<file path="src/port_ctl_regs.vh">
/*
  Register map, reset values and timing figures for the port S / port M
  pin control block.
  Assumes an APB slave with 32-bit data and one aligned word per register.
*/
`ifndef PORT_CTL_REGS_VH
`define PORT_CTL_REGS_VH

// register indices; byte address is four times the index
`define IDX_PS_PULL_EN 8'h0c
`define IDX_PS_PULL_POL 8'h0d
`define IDX_PS_OPEN_DRAIN 8'h0e
`define IDX_PM_DATA 8'h10
`define IDX_PM_PIN_IN 8'h11
`define IDX_PM_DIR 8'h12
`define IDX_PM_DRIVE 8'h13

`define PS_WIDTH 4
`define PM_WIDTH 6
`define PM_UPPER_LSB 2

`define RST_PS_PULL_EN 4'hf
`define RST_PS_PULL_POL 4'h0
`define RST_PS_OPEN_DRAIN 4'h0
`define RST_PM_DATA 6'h00
`define RST_PM_DIR 6'h00
`define RST_PM_DRIVE 6'h00

// synchronizer depth in bus cycles
`define SYNC_STAGES 2

`endif

</file>
<file path="src/port_pin_control_s_m.v">
/*
  Pin control for port S (4 pins: pull enable, pull polarity, open drain)
  and port M (6 pins: data, pin input, direction, reduced drive), APB slave.
  Assumes port S data and direction come from elsewhere as levels, and that
  peripheral channel enables and the serial peripheral's pin directions are
  levels synchronous to pclk.
*/
// Local design decision: register access over APB.
`timescale 1ns/1ps
`default_nettype none
`include "port_ctl_regs.vh"

module port_pin_control_s_m (
  input wire pclk,
  input wire presetn,
  // apb slave
  input wire psel,
  input wire penable,
  input wire pwrite,
  input wire [7:0] paddr,
  input wire [31:0] pwdata,
  output reg [31:0] prdata,
  output reg pready,
  output reg pslverr,
  // port S: data and direction owned by other logic
  input wire [3:0] port_s_out_data,
  input wire [3:0] port_s_direction,
  output reg [3:0] port_s_pin_o,
  output reg [3:0] port_s_pin_oe,
  output reg [3:0] port_s_pull_up_en,
  output reg [3:0] port_s_pull_down_en,
  // port M pins
  input wire [5:0] port_m_pin_i,
  output reg [5:0] port_m_pin_o,
  output reg [5:0] port_m_pin_oe,
  output reg [5:0] port_m_reduced_drive,
  // peripheral overrides
  input wire [5:0] chan_tx_en,
  input wire [5:0] chan_rx_en,
  input wire [5:0] chan_tx_data,
  input wire spi_en,
  input wire [3:0] spi_pin_dir,
  input wire [3:0] spi_pin_data
);

  // control registers
  reg [3:0] ps_pull_en_r;
  reg [3:0] ps_pull_pol_r;
  reg [3:0] ps_open_drain_r;
  reg [5:0] pm_data_r;
  reg [5:0] pm_dir_r;
  reg [5:0] pm_drive_r;

  wire [5:0] pm_pin_sync;

  reg [31:0] rdata_nxt;
  reg err_nxt;
  reg [5:0] pm_dir_eff;
  reg [5:0] pm_out_val;
  reg [3:0] ps_pin_o_nxt;
  reg [3:0] ps_pin_oe_nxt;
  reg [3:0] ps_pu_nxt;
  reg [3:0] ps_pd_nxt;
  reg [5:0] pm_pin_o_nxt;
  reg [5:0] pm_pin_oe_nxt;
  reg [5:0] pm_drive_nxt;

  integer i;
  integer j;

  // pin owners, in falling priority
  localparam [1:0] OWN_RX = 2'b00;
  localparam [1:0] OWN_TX = 2'b01;
  localparam [1:0] OWN_SPI = 2'b10;
  localparam [1:0] OWN_REG = 2'b11;

  // receive beats transmit beats the serial peripheral, which beats
  // the direction register
  function [1:0] pin_owner;
    input rx_on;
    input tx_on;
    input spi_on;
    input upper;
    begin
      if (rx_on)
        pin_owner = OWN_RX;
      else if (tx_on)
        pin_owner = OWN_TX;
      else if (spi_on && upper)
        pin_owner = OWN_SPI;
      else
        pin_owner = OWN_REG;
    end
  endfunction

  // pull-up wanted by a port S pin that may carry one
  function ps_pull_up;
    input en;
    input pol;
    begin
      ps_pull_up = en & ~pol;
    end
  endfunction

  // pull-downs are legal on inputs only
  function ps_pull_down;
    input en;
    input pol;
    input is_input;
    begin
      ps_pull_down = en & pol & is_input;
    end
  endfunction

  // data read: latch where the direction bit says output, pin otherwise
  function [5:0] pm_read_merge;
    input [5:0] latch;
    input [5:0] pins;
    input [5:0] dir;
    begin
      pm_read_merge = (latch & dir) | (pins & ~dir);
    end
  endfunction

  // index of a decoded register, or 8'hff when the address maps nowhere
  function [7:0] reg_index;
    input [7:0] addr;
    begin
      if (addr[1:0] != 2'b00)
        reg_index = 8'hff;
      else begin
        case ({2'b00, addr[7:2]})
          `IDX_PS_PULL_EN: reg_index = `IDX_PS_PULL_EN;
          `IDX_PS_PULL_POL: reg_index = `IDX_PS_PULL_POL;
          `IDX_PS_OPEN_DRAIN: reg_index = `IDX_PS_OPEN_DRAIN;
          `IDX_PM_DATA: reg_index = `IDX_PM_DATA;
          `IDX_PM_PIN_IN: reg_index = `IDX_PM_PIN_IN;
          `IDX_PM_DIR: reg_index = `IDX_PM_DIR;
          `IDX_PM_DRIVE: reg_index = `IDX_PM_DRIVE;
          default: reg_index = 8'hff;
        endcase
      end
    end
  endfunction

  wire setup_phase = psel & ~penable;
  wire access_done = psel & penable & pready;
  wire [7:0] acc_idx = reg_index(paddr);
  wire wr_now = access_done & pwrite;

  pin_sync2 #(
    .WIDTH(`PM_WIDTH)
  ) u_pm_sync (
    .pclk(pclk),
    .presetn(presetn),
    .d(port_m_pin_i),
    .q(pm_pin_sync)
  );

  // effective port M direction; channel enables beat the direction register
  always @* begin
    for (i = 0; i < `PM_WIDTH; i = i + 1) begin
      case (pin_owner(chan_rx_en[i], chan_tx_en[i], spi_en, (i >= `PM_UPPER_LSB)))
        OWN_RX: begin
          pm_dir_eff[i] = 1'b0;
          pm_out_val[i] = pm_data_r[i];
        end
        OWN_TX: begin
          pm_dir_eff[i] = 1'b1;
          pm_out_val[i] = chan_tx_data[i];
        end
        OWN_SPI: begin
          pm_dir_eff[i] = spi_pin_dir[i-`PM_UPPER_LSB];
          pm_out_val[i] = spi_pin_data[i-`PM_UPPER_LSB];
        end
        default: begin
          pm_dir_eff[i] = pm_dir_r[i];
          pm_out_val[i] = pm_data_r[i];
        end
      endcase
    end
  end

  // port M pad controls
  always @* begin
    pm_pin_o_nxt = pm_out_val;
    pm_pin_oe_nxt = pm_dir_eff;
    pm_drive_nxt = pm_drive_r & pm_dir_eff;
  end

  // port S pad controls
  always @* begin
    for (j = 0; j < `PS_WIDTH; j = j + 1) begin
      if (!port_s_direction[j]) begin
        // input: open-drain bit plays no part
        ps_pin_oe_nxt[j] = 1'b0;
        ps_pin_o_nxt[j] = 1'b0;
        ps_pu_nxt[j] = ps_pull_up(ps_pull_en_r[j], ps_pull_pol_r[j]);
        ps_pd_nxt[j] = ps_pull_down(ps_pull_en_r[j], ps_pull_pol_r[j], 1'b1);
      end else if (ps_open_drain_r[j]) begin
        // drive low only, float for a one
        ps_pin_oe_nxt[j] = ~port_s_out_data[j];
        ps_pin_o_nxt[j] = 1'b0;
        // pull-down is not allowed on an open-drain output
        ps_pu_nxt[j] = ps_pull_up(ps_pull_en_r[j], ps_pull_pol_r[j]);
        ps_pd_nxt[j] = ps_pull_down(ps_pull_en_r[j], ps_pull_pol_r[j], 1'b0);
      end else begin
        // push-pull: pulls stay off whatever the registers hold
        ps_pin_oe_nxt[j] = 1'b1;
        ps_pin_o_nxt[j] = port_s_out_data[j];
        ps_pu_nxt[j] = 1'b0;
        ps_pd_nxt[j] = 1'b0;
      end
    end
  end

  // read mux, sampled in the setup cycle so data is ready in the access cycle
  always @* begin
    rdata_nxt = 32'h0000_0000;
    err_nxt = 1'b0;
    case (acc_idx)
      `IDX_PS_PULL_EN: rdata_nxt[3:0] = ps_pull_en_r;
      `IDX_PS_PULL_POL: rdata_nxt[3:0] = ps_pull_pol_r;
      `IDX_PS_OPEN_DRAIN: rdata_nxt[3:0] = ps_open_drain_r;
      // data reads follow the direction register bit, not the override
      `IDX_PM_DATA: rdata_nxt[5:0] = pm_read_merge(pm_data_r, pm_pin_sync, pm_dir_r);
      `IDX_PM_PIN_IN: rdata_nxt[5:0] = pm_pin_sync;
      `IDX_PM_DIR: rdata_nxt[5:0] = pm_dir_r;
      `IDX_PM_DRIVE: rdata_nxt[5:0] = pm_drive_r;
      default: err_nxt = 1'b1;
    endcase
  end

  // apb handshake: one access cycle, no wait states
  always @(posedge pclk or negedge presetn) begin
    if (!presetn) begin
      pready <= 1'b0;
    end else begin
      pready <= setup_phase;
    end
  end

  // read data and error stand only in the access cycle
  always @(posedge pclk or negedge presetn) begin
    if (!presetn) begin
      pslverr <= 1'b0;
      prdata <= 32'h0000_0000;
    end else if (setup_phase) begin
      pslverr <= err_nxt;
      prdata <= pwrite ? 32'h0000_0000 : rdata_nxt;
    end else begin
      pslverr <= 1'b0;
      prdata <= 32'h0000_0000;
    end
  end

  // one write strobe per register; the input register has none,
  // so writes to it vanish without an error
  wire wr_ps_pull_en = wr_now & (acc_idx == `IDX_PS_PULL_EN);
  wire wr_ps_pull_pol = wr_now & (acc_idx == `IDX_PS_PULL_POL);
  wire wr_ps_open_drain = wr_now & (acc_idx == `IDX_PS_OPEN_DRAIN);
  wire wr_pm_data = wr_now & (acc_idx == `IDX_PM_DATA);
  wire wr_pm_dir = wr_now & (acc_idx == `IDX_PM_DIR);
  wire wr_pm_drive = wr_now & (acc_idx == `IDX_PM_DRIVE);

  // register writes land at the completing access edge only
  always @(posedge pclk or negedge presetn) begin
    if (!presetn) begin
      ps_pull_en_r <= `RST_PS_PULL_EN;
    end else if (wr_ps_pull_en) begin
      ps_pull_en_r <= pwdata[3:0];
    end
  end

  always @(posedge pclk or negedge presetn) begin
    if (!presetn) begin
      ps_pull_pol_r <= `RST_PS_PULL_POL;
    end else if (wr_ps_pull_pol) begin
      ps_pull_pol_r <= pwdata[3:0];
    end
  end

  always @(posedge pclk or negedge presetn) begin
    if (!presetn) begin
      ps_open_drain_r <= `RST_PS_OPEN_DRAIN;
    end else if (wr_ps_open_drain) begin
      ps_open_drain_r <= pwdata[3:0];
    end
  end

  always @(posedge pclk or negedge presetn) begin
    if (!presetn) begin
      pm_data_r <= `RST_PM_DATA;
    end else if (wr_pm_data) begin
      pm_data_r <= pwdata[5:0];
    end
  end

  always @(posedge pclk or negedge presetn) begin
    if (!presetn) begin
      pm_dir_r <= `RST_PM_DIR;
    end else if (wr_pm_dir) begin
      pm_dir_r <= pwdata[5:0];
    end
  end

  always @(posedge pclk or negedge presetn) begin
    if (!presetn) begin
      pm_drive_r <= `RST_PM_DRIVE;
    end else if (wr_pm_drive) begin
      pm_drive_r <= pwdata[5:0];
    end
  end

  // pad outputs all come from flops; one cycle after the controlling change
  always @(posedge pclk or negedge presetn) begin
    if (!presetn) begin
      port_s_pin_o <= 4'h0;
      port_s_pin_oe <= 4'h0;
      port_s_pull_up_en <= 4'h0;
      port_s_pull_down_en <= 4'h0;
    end else begin
      port_s_pin_o <= ps_pin_o_nxt;
      port_s_pin_oe <= ps_pin_oe_nxt;
      port_s_pull_up_en <= ps_pu_nxt;
      port_s_pull_down_en <= ps_pd_nxt;
    end
  end

  // port M pads released during reset
  always @(posedge pclk or negedge presetn) begin
    if (!presetn) begin
      port_m_pin_o <= 6'h00;
      port_m_pin_oe <= 6'h00;
      port_m_reduced_drive <= 6'h00;
    end else begin
      port_m_pin_o <= pm_pin_o_nxt;
      port_m_pin_oe <= pm_pin_oe_nxt;
      port_m_reduced_drive <= pm_drive_nxt;
    end
  end

endmodule // port_pin_control_s_m

`default_nettype wire

</file>
<file path="src/pin_sync2.v">
/*
  Two-stage level synchronizer for a bundle of pin inputs.
  Assumes pins are sampled on pclk; first stage feeds only the second.
*/
`timescale 1ns/1ps
`default_nettype none

module pin_sync2 #(
  parameter WIDTH = 6
) (
  input wire pclk,
  input wire presetn,
  input wire [WIDTH-1:0] d,
  output wire [WIDTH-1:0] q
);

  reg [WIDTH-1:0] meta_r;
  reg [WIDTH-1:0] sync_r;

  always @(posedge pclk or negedge presetn) begin
    if (!presetn) begin
      meta_r <= {WIDTH{1'b0}};
      sync_r <= {WIDTH{1'b0}};
    end else begin
      meta_r <= d;
      sync_r <= meta_r;
    end
  end

  assign q = sync_r;

endmodule // pin_sync2

`default_nettype wire

</file>
<file path="config.mk">
export PLATFORM = sky130hd
export DESIGN_NAME = port_pin_control_s_m
export DESIGN_NICKNAME = d
export VERILOG_FILES = /design/src/port_pin_control_s_m.v /design/src/pin_sync2.v
export VERILOG_INCLUDE_DIRS = /design/src
export SDC_FILE = /design/constraint.sdc
export NUM_CORES = 1
export LEC_CHECK = 0
export ABC_AREA = 0
export BUFFER_PORTS_ARGS = -buffer_cell sky130_fd_sc_hd__buf_4
export CORE_MARGIN = 5
export CORE_UTILIZATION = 43
export CTS_CLUSTER_DIAMETER = 60
export DETAILED_ROUTE_END_ITERATION = 7
export PLACE_DENSITY = 0.73
export SYNTH_ARGS = -nofsm -noshare
export SYNTH_HDL_FRONTEND = slang
export SYNTH_SLANG_ARGS = --single-unit
</file>
<file path="constraint.sdc">
create_clock -name pclk -period 1.4 [get_ports pclk]
set_input_delay 0.07 -clock pclk [delete_from_list [all_inputs] [get_ports pclk]]
set_output_delay 0.07 -clock pclk [all_outputs]
set_load 0.02 [all_outputs]
</file>
* Word level (Yosys, flattened, before mapping) *
Cells that the tools add are included.

word-level totals
  flip-flop bits (word level) = 110
  latch bits = 0
  RAM bits = 0
  ROM bits = 0
  input bits = 86
  output and inout port bits = 68
  word-level logic and storage cells = 145
  memories kept = 0

cells by class
  add/subtract/negate cells = 0
  multipliers = 0
  div/mod/pow operators = 0
  $lt $le $gt $ge = 0
  equality and inequality tests = 26
  shift operators = 0
  mux-type cells = 61
  bitwise logic cells = 32
  reductions and logical operators = 8

operators by type and width
  kind                                                  number
  case mux 8 bit (7 select lines)                       1
  equality test 8 x 5 -> 1 bit (second input constant)  4
  2-to-1 mux 1 bit                                      31
  case mux 4 bit (7 select lines)                       1
  equality test 6 x 5 -> 1 bit (second input constant)  4
  equality test 8 x 4 -> 1 bit (second input constant)  3
  2-to-1 mux 2 bit                                      12
  bitwise AND 1 bit                                     18
  bitwise AND 6 bit                                     3
  equality test 6 x 4 -> 1 bit (second input constant)  3
  case mux 1 bit (3 select lines)                       6
  equality test 2 x 1 -> 1 bit (second input constant)  6
  equality test 2 bit (second input constant)           6
  logical NOT 2 bit                                     6
  2-to-1 mux 6 bit                                      2
  case mux 1 bit (2 select lines)                       6
  inverter 1 bit                                        9
  2-to-1 mux 8 bit                                      1
  case mux 2 bit (4 select lines)                       1
  OR reduction 7 bit                                    1
  inverter 6 bit                                        1
  bitwise OR 6 bit                                      1
  nonzero test 2 bit                                    1

* Logic depth before layout (Yosys ltp) *
  depth after elaboration = 7
  mapped depth = 5
  depth with buffers taken out = 4

* By module *
A second synthesis with hierarchy kept.

unflattened totals
  cells, all modules = 292
  area, all modules = 3652.3 um^2

by module, submodules not included
  module                instances  cells each  area each (um^2)  sequential area each (um^2)
  port_pin_control_s_m  1          280         3352.0            1806.7
  pin_sync2             1          12          300.3             300.3

* Worst setup path before layout *
No wires, ideal clock.

  path type = flip-flop to flip-flop
  start point = reg pready
  end point = reg ps_pull_pol_r[0]
  setup time = 0.125 ns
  arrival = 1.486 ns
  required time = 1.275 ns
  slack = -0.211 ns
  stages on the path, launching flop included = 5
  buffers on the path = 0
  clock period less this slack = 1.611 ns
  path through = dfrtp_1 -> and4_1 -> nand3_2 -> nor3b_4 -> mux2_2

between the ends
  cells in the longest elaborated chain, start to end = 3

RTL lines
  element                 line                        RTL
  from (decl)             port_pin_control_s_m.v:23   output reg pready,
  from (signal assigned)  port_pin_control_s_m.v:239  pready <= setup_phase;
  bitwise AND 1 bit       port_pin_control_s_m.v:147  wire access_done = psel & penable & pready;
  bitwise AND 1 bit       port_pin_control_s_m.v:149  wire wr_now = access_done & pwrite;
  bitwise AND 1 bit       port_pin_control_s_m.v:260  wire wr_ps_pull_pol = wr_now & (acc_idx == `IDX_PS_PULL_POL);
  to (signal assigned)    port_pin_control_s_m.v:277  ps_pull_pol_r <= `RST_PS_PULL_POL;
  to (signal assigned)    port_pin_control_s_m.v:279  ps_pull_pol_r <= pwdata[3:0];
  to (decl)               port_pin_control_s_m.v:48   reg [3:0] ps_pull_pol_r;

No other way between the ends.
A chain may end at the register's enable or synchronous reset.

* Final worst setup path *
Ends and elaborated chain as after synthesis.

==> impl_results.md <==
* Seq cells post-synth at 84
* Die footprint at 10400 sq um
* Drt first pass iters at 4
* Pwr Density at 971 nW/um^2
* Count of boundary I/O pins at 154
* Max Buffers Root-to-Sink at 2
* Clk_lat worst skew at 0.35 ns
* Grt ovf at 0
* Mapped Avg Cell Area at 12.5 sq um
* Core Footprint at 8260 sq um
* Reg-to-Reg End: ps_pull_pol_r[0]
* Critical Path Start: pready
* Finished Cell Area at 5150 sq um
* Hold Path Depth at 3
* Drt drc at 0
* H-tree lvl count at 3
* Total number of yosys warnings at 0
* Slowest-stage cell, CP: dfrtp_2
* Place WS at -0.0993 ns
* Antenna cells at 0
* RSZ-0062 raised after global routing: true
* Post-synth top area share at 54.8%
* Asr flop ratio synth at 100%
* Vias per cell at 4.90
* Setup crit end kind: flip-flop
* Routed Antenna Nets at 0
* LEAKAGE at 2.51 nW
* Vias in the first global route at 2913
* Final Cycle Share at 107%
* Final hold viol count at 0
* Setup WS post-layout at -0.103 ns
* Clock Skew at 0.0105 ns
* Critical Path Fanout Max at 4
* Yosys cell types at 41
* Die height at 102 um
* Post-Synthesis Cells at 292
* Total chip power at 5.00 mW
* Final hold slack at 0.00739 ns
* Critical path startpoint category: flip-flop
* Port bufs at 101
* Initial antenna violation count at 0
* Non-Filler Instances at 557
* Final worst path period need at 1.50 ns
* Violated checks: negative setup slack
* Reg2Reg Setup Slack at -0.10 ns
* Area delta synth->final at 40.9%
* Hold_buf cts at 37
* Dominant cells by area after synthesis: dfrtp_1, mux2_2, buf_4
* Via count at 2730
* Type of the tightest min-delay check: input port to flip-flop
* Sequential-to-total area share from yosys stat at 57.7%
* Filler Cell Count at 673
* CTS tree: built
* Initial DRC Count at 85
* Worst R2R Start: pready
* Worst EP required at 1.64 ns
* Critical Path End: ps_pull_pol_r[0]
* Critical path data arrival time at 1.74 ns
* Largest net degree at the start of global routing at 38
* TritonCTS Buffers at 9
* Worst vdd ir at 0.562 mV
* Wire per inst at 15.4 um
* Status: finished with violations
* CP cell instances: and4_4, nand3_4, nor3b_4, mux2_2
* Synth cell count leaders: dfrtp_1, mux2_2, buf_4
* Placed Area at 4530 sq um
* Crit path largest cell delay at 0.37 ns
* Post-Syn Area at 3650 sq um
* Most used DFF post-synth: dfrtp_1
* Final RePlAce weighted congestion at 0.801
* Fmax at 0.665 GHz
* Root buf cell: clkbuf_8
* Dpl hpwl at 6150 um
* Final setup TNS at -1.11 ns
* # rows at 33
* First-pass GRT wire length at 14000 um
* Clock sinks at 84
* Count leader, synth: dfrtp_1
* Placed insts at 504
* Share of cells above drive strength 1 at 40.5%
* Kind of critical path: flip-flop to flip-flop
* Effective utilization at floorplan at 44.2%
* Core Util, Final at 62.3%
* Die W at 102 um
* GRT Util Overall at 17.6%
* EDFF count, synth at 0
* Clock transition at the registers of the reported paths at 0.09 ns
* Pins Over Slew Limit at 0
* Synth area leader: dfrtp_1
* Final setup fails at 30
* Max-cap violations at 0
* Final net count at 533
* Final wirelength at 8600 um
* R2R depth at 4
metal layers:
layer,GRT usage (%),vias up,part of all wire [%]
li1,-,1284,-
met1,21.7,1329,41
met2,29.7,98,50
met3,3.75,19,6.3
met4,8.27,0,2.6
met5,0,-,0
logic make-up (layout without fill, tap and decap cells):
logic type             count (synthesis)  count (layout)  synth area share [%]
buffers and inverters                 34             169                  6.37
muxes                                 41              41                  12.5
other                                  1              26                 0.103
AOI/OAI and AO/OA                     41              41                  7.43
DFF                                   84              84                  57.7
and+or+nand+nor                       91              91                  15.9
power by group:
group | total, mW | internal, mW | switching (mW)
clock | 1.87 | 1.01 | 0.866
combinational | 0.623 | 0.300 | 0.323
sequential | 2.50 | 2.48 | 0.0207
worst max-delay path: cells and delay by family (launching register included):
family | cells | cell delay (ns)
DFF | 1 | 0.37
muxes | 1 | 0.37
and+or+nand+nor | 3 | 0.65
flip-flops by register name, indices dropped and copies added, names as in the netlist, 6 cells and up:
name,count
pm_data_r,6
port_m_pin_oe,6
pm_dir_r,6
port_m_reduced_drive,6
u_pm_sync.q,6
pm_drive_r,6
prdata,6
u_pm_sync.meta_r,6
port_m_pin_o,6
how the worst min path moves through the flow:
stage                          from                 end  slack [ns]
global placement            presetn      u_pm_sync.q[5]       -0.03
floorplan                   presetn        pm_data_r[0]       -0.23
global route              pwdata[3]  ps_open_drain_r[3]    -0.00004
CTS                 chan_tx_data[2]     port_m_pin_o[2]      0.0009
finish              chan_tx_data[2]     port_m_pin_o[2]       0.007
detailed placement          presetn      u_pm_sync.q[5]       -0.02
layout by cell type, fill, tap and decap left out, types with 4 or more instances in the layout:
master / instances
mux2i_1: 4
clkbuf_8: 9
dlygate4sd3_1: 37
o21ai_0: 8
and2_1: 10
nor3_1: 4
nand2_1: 8
dfstp_2: 4
conb_1: 26
a211oi_1: 4
nor2_1: 23
a21oi_1: 11
mux2_4: 6
mux2_2: 31
a21boi_0: 4
buf_4: 113
nor2b_1: 16
and3b_1: 4
dfrtp_1: 79
nor3b_1: 4
what timing repair did:
item / CTS / global route
endpoints found under the hold margin: 128 / 1
buffers inserted: 0 / 0
pin swaps: 1 / 0
setup endpoints to repair: 24 / 30
resized for setup: 7 / 0
layout make-up:
type	count	area (sq um)	area share, %
Clock inverter	6	90.1	1.75
Timing Repair Buffer	151	1240	24.1
Clock buffer	10	128	2.48
Tap cell	105	131	2.55
Sequential cell	84	2110	41.0
Inverter	2	7.51	0.146
Multi-Input combinational cell	199	1440	28.1
Power figures use the tool's default switching activity.
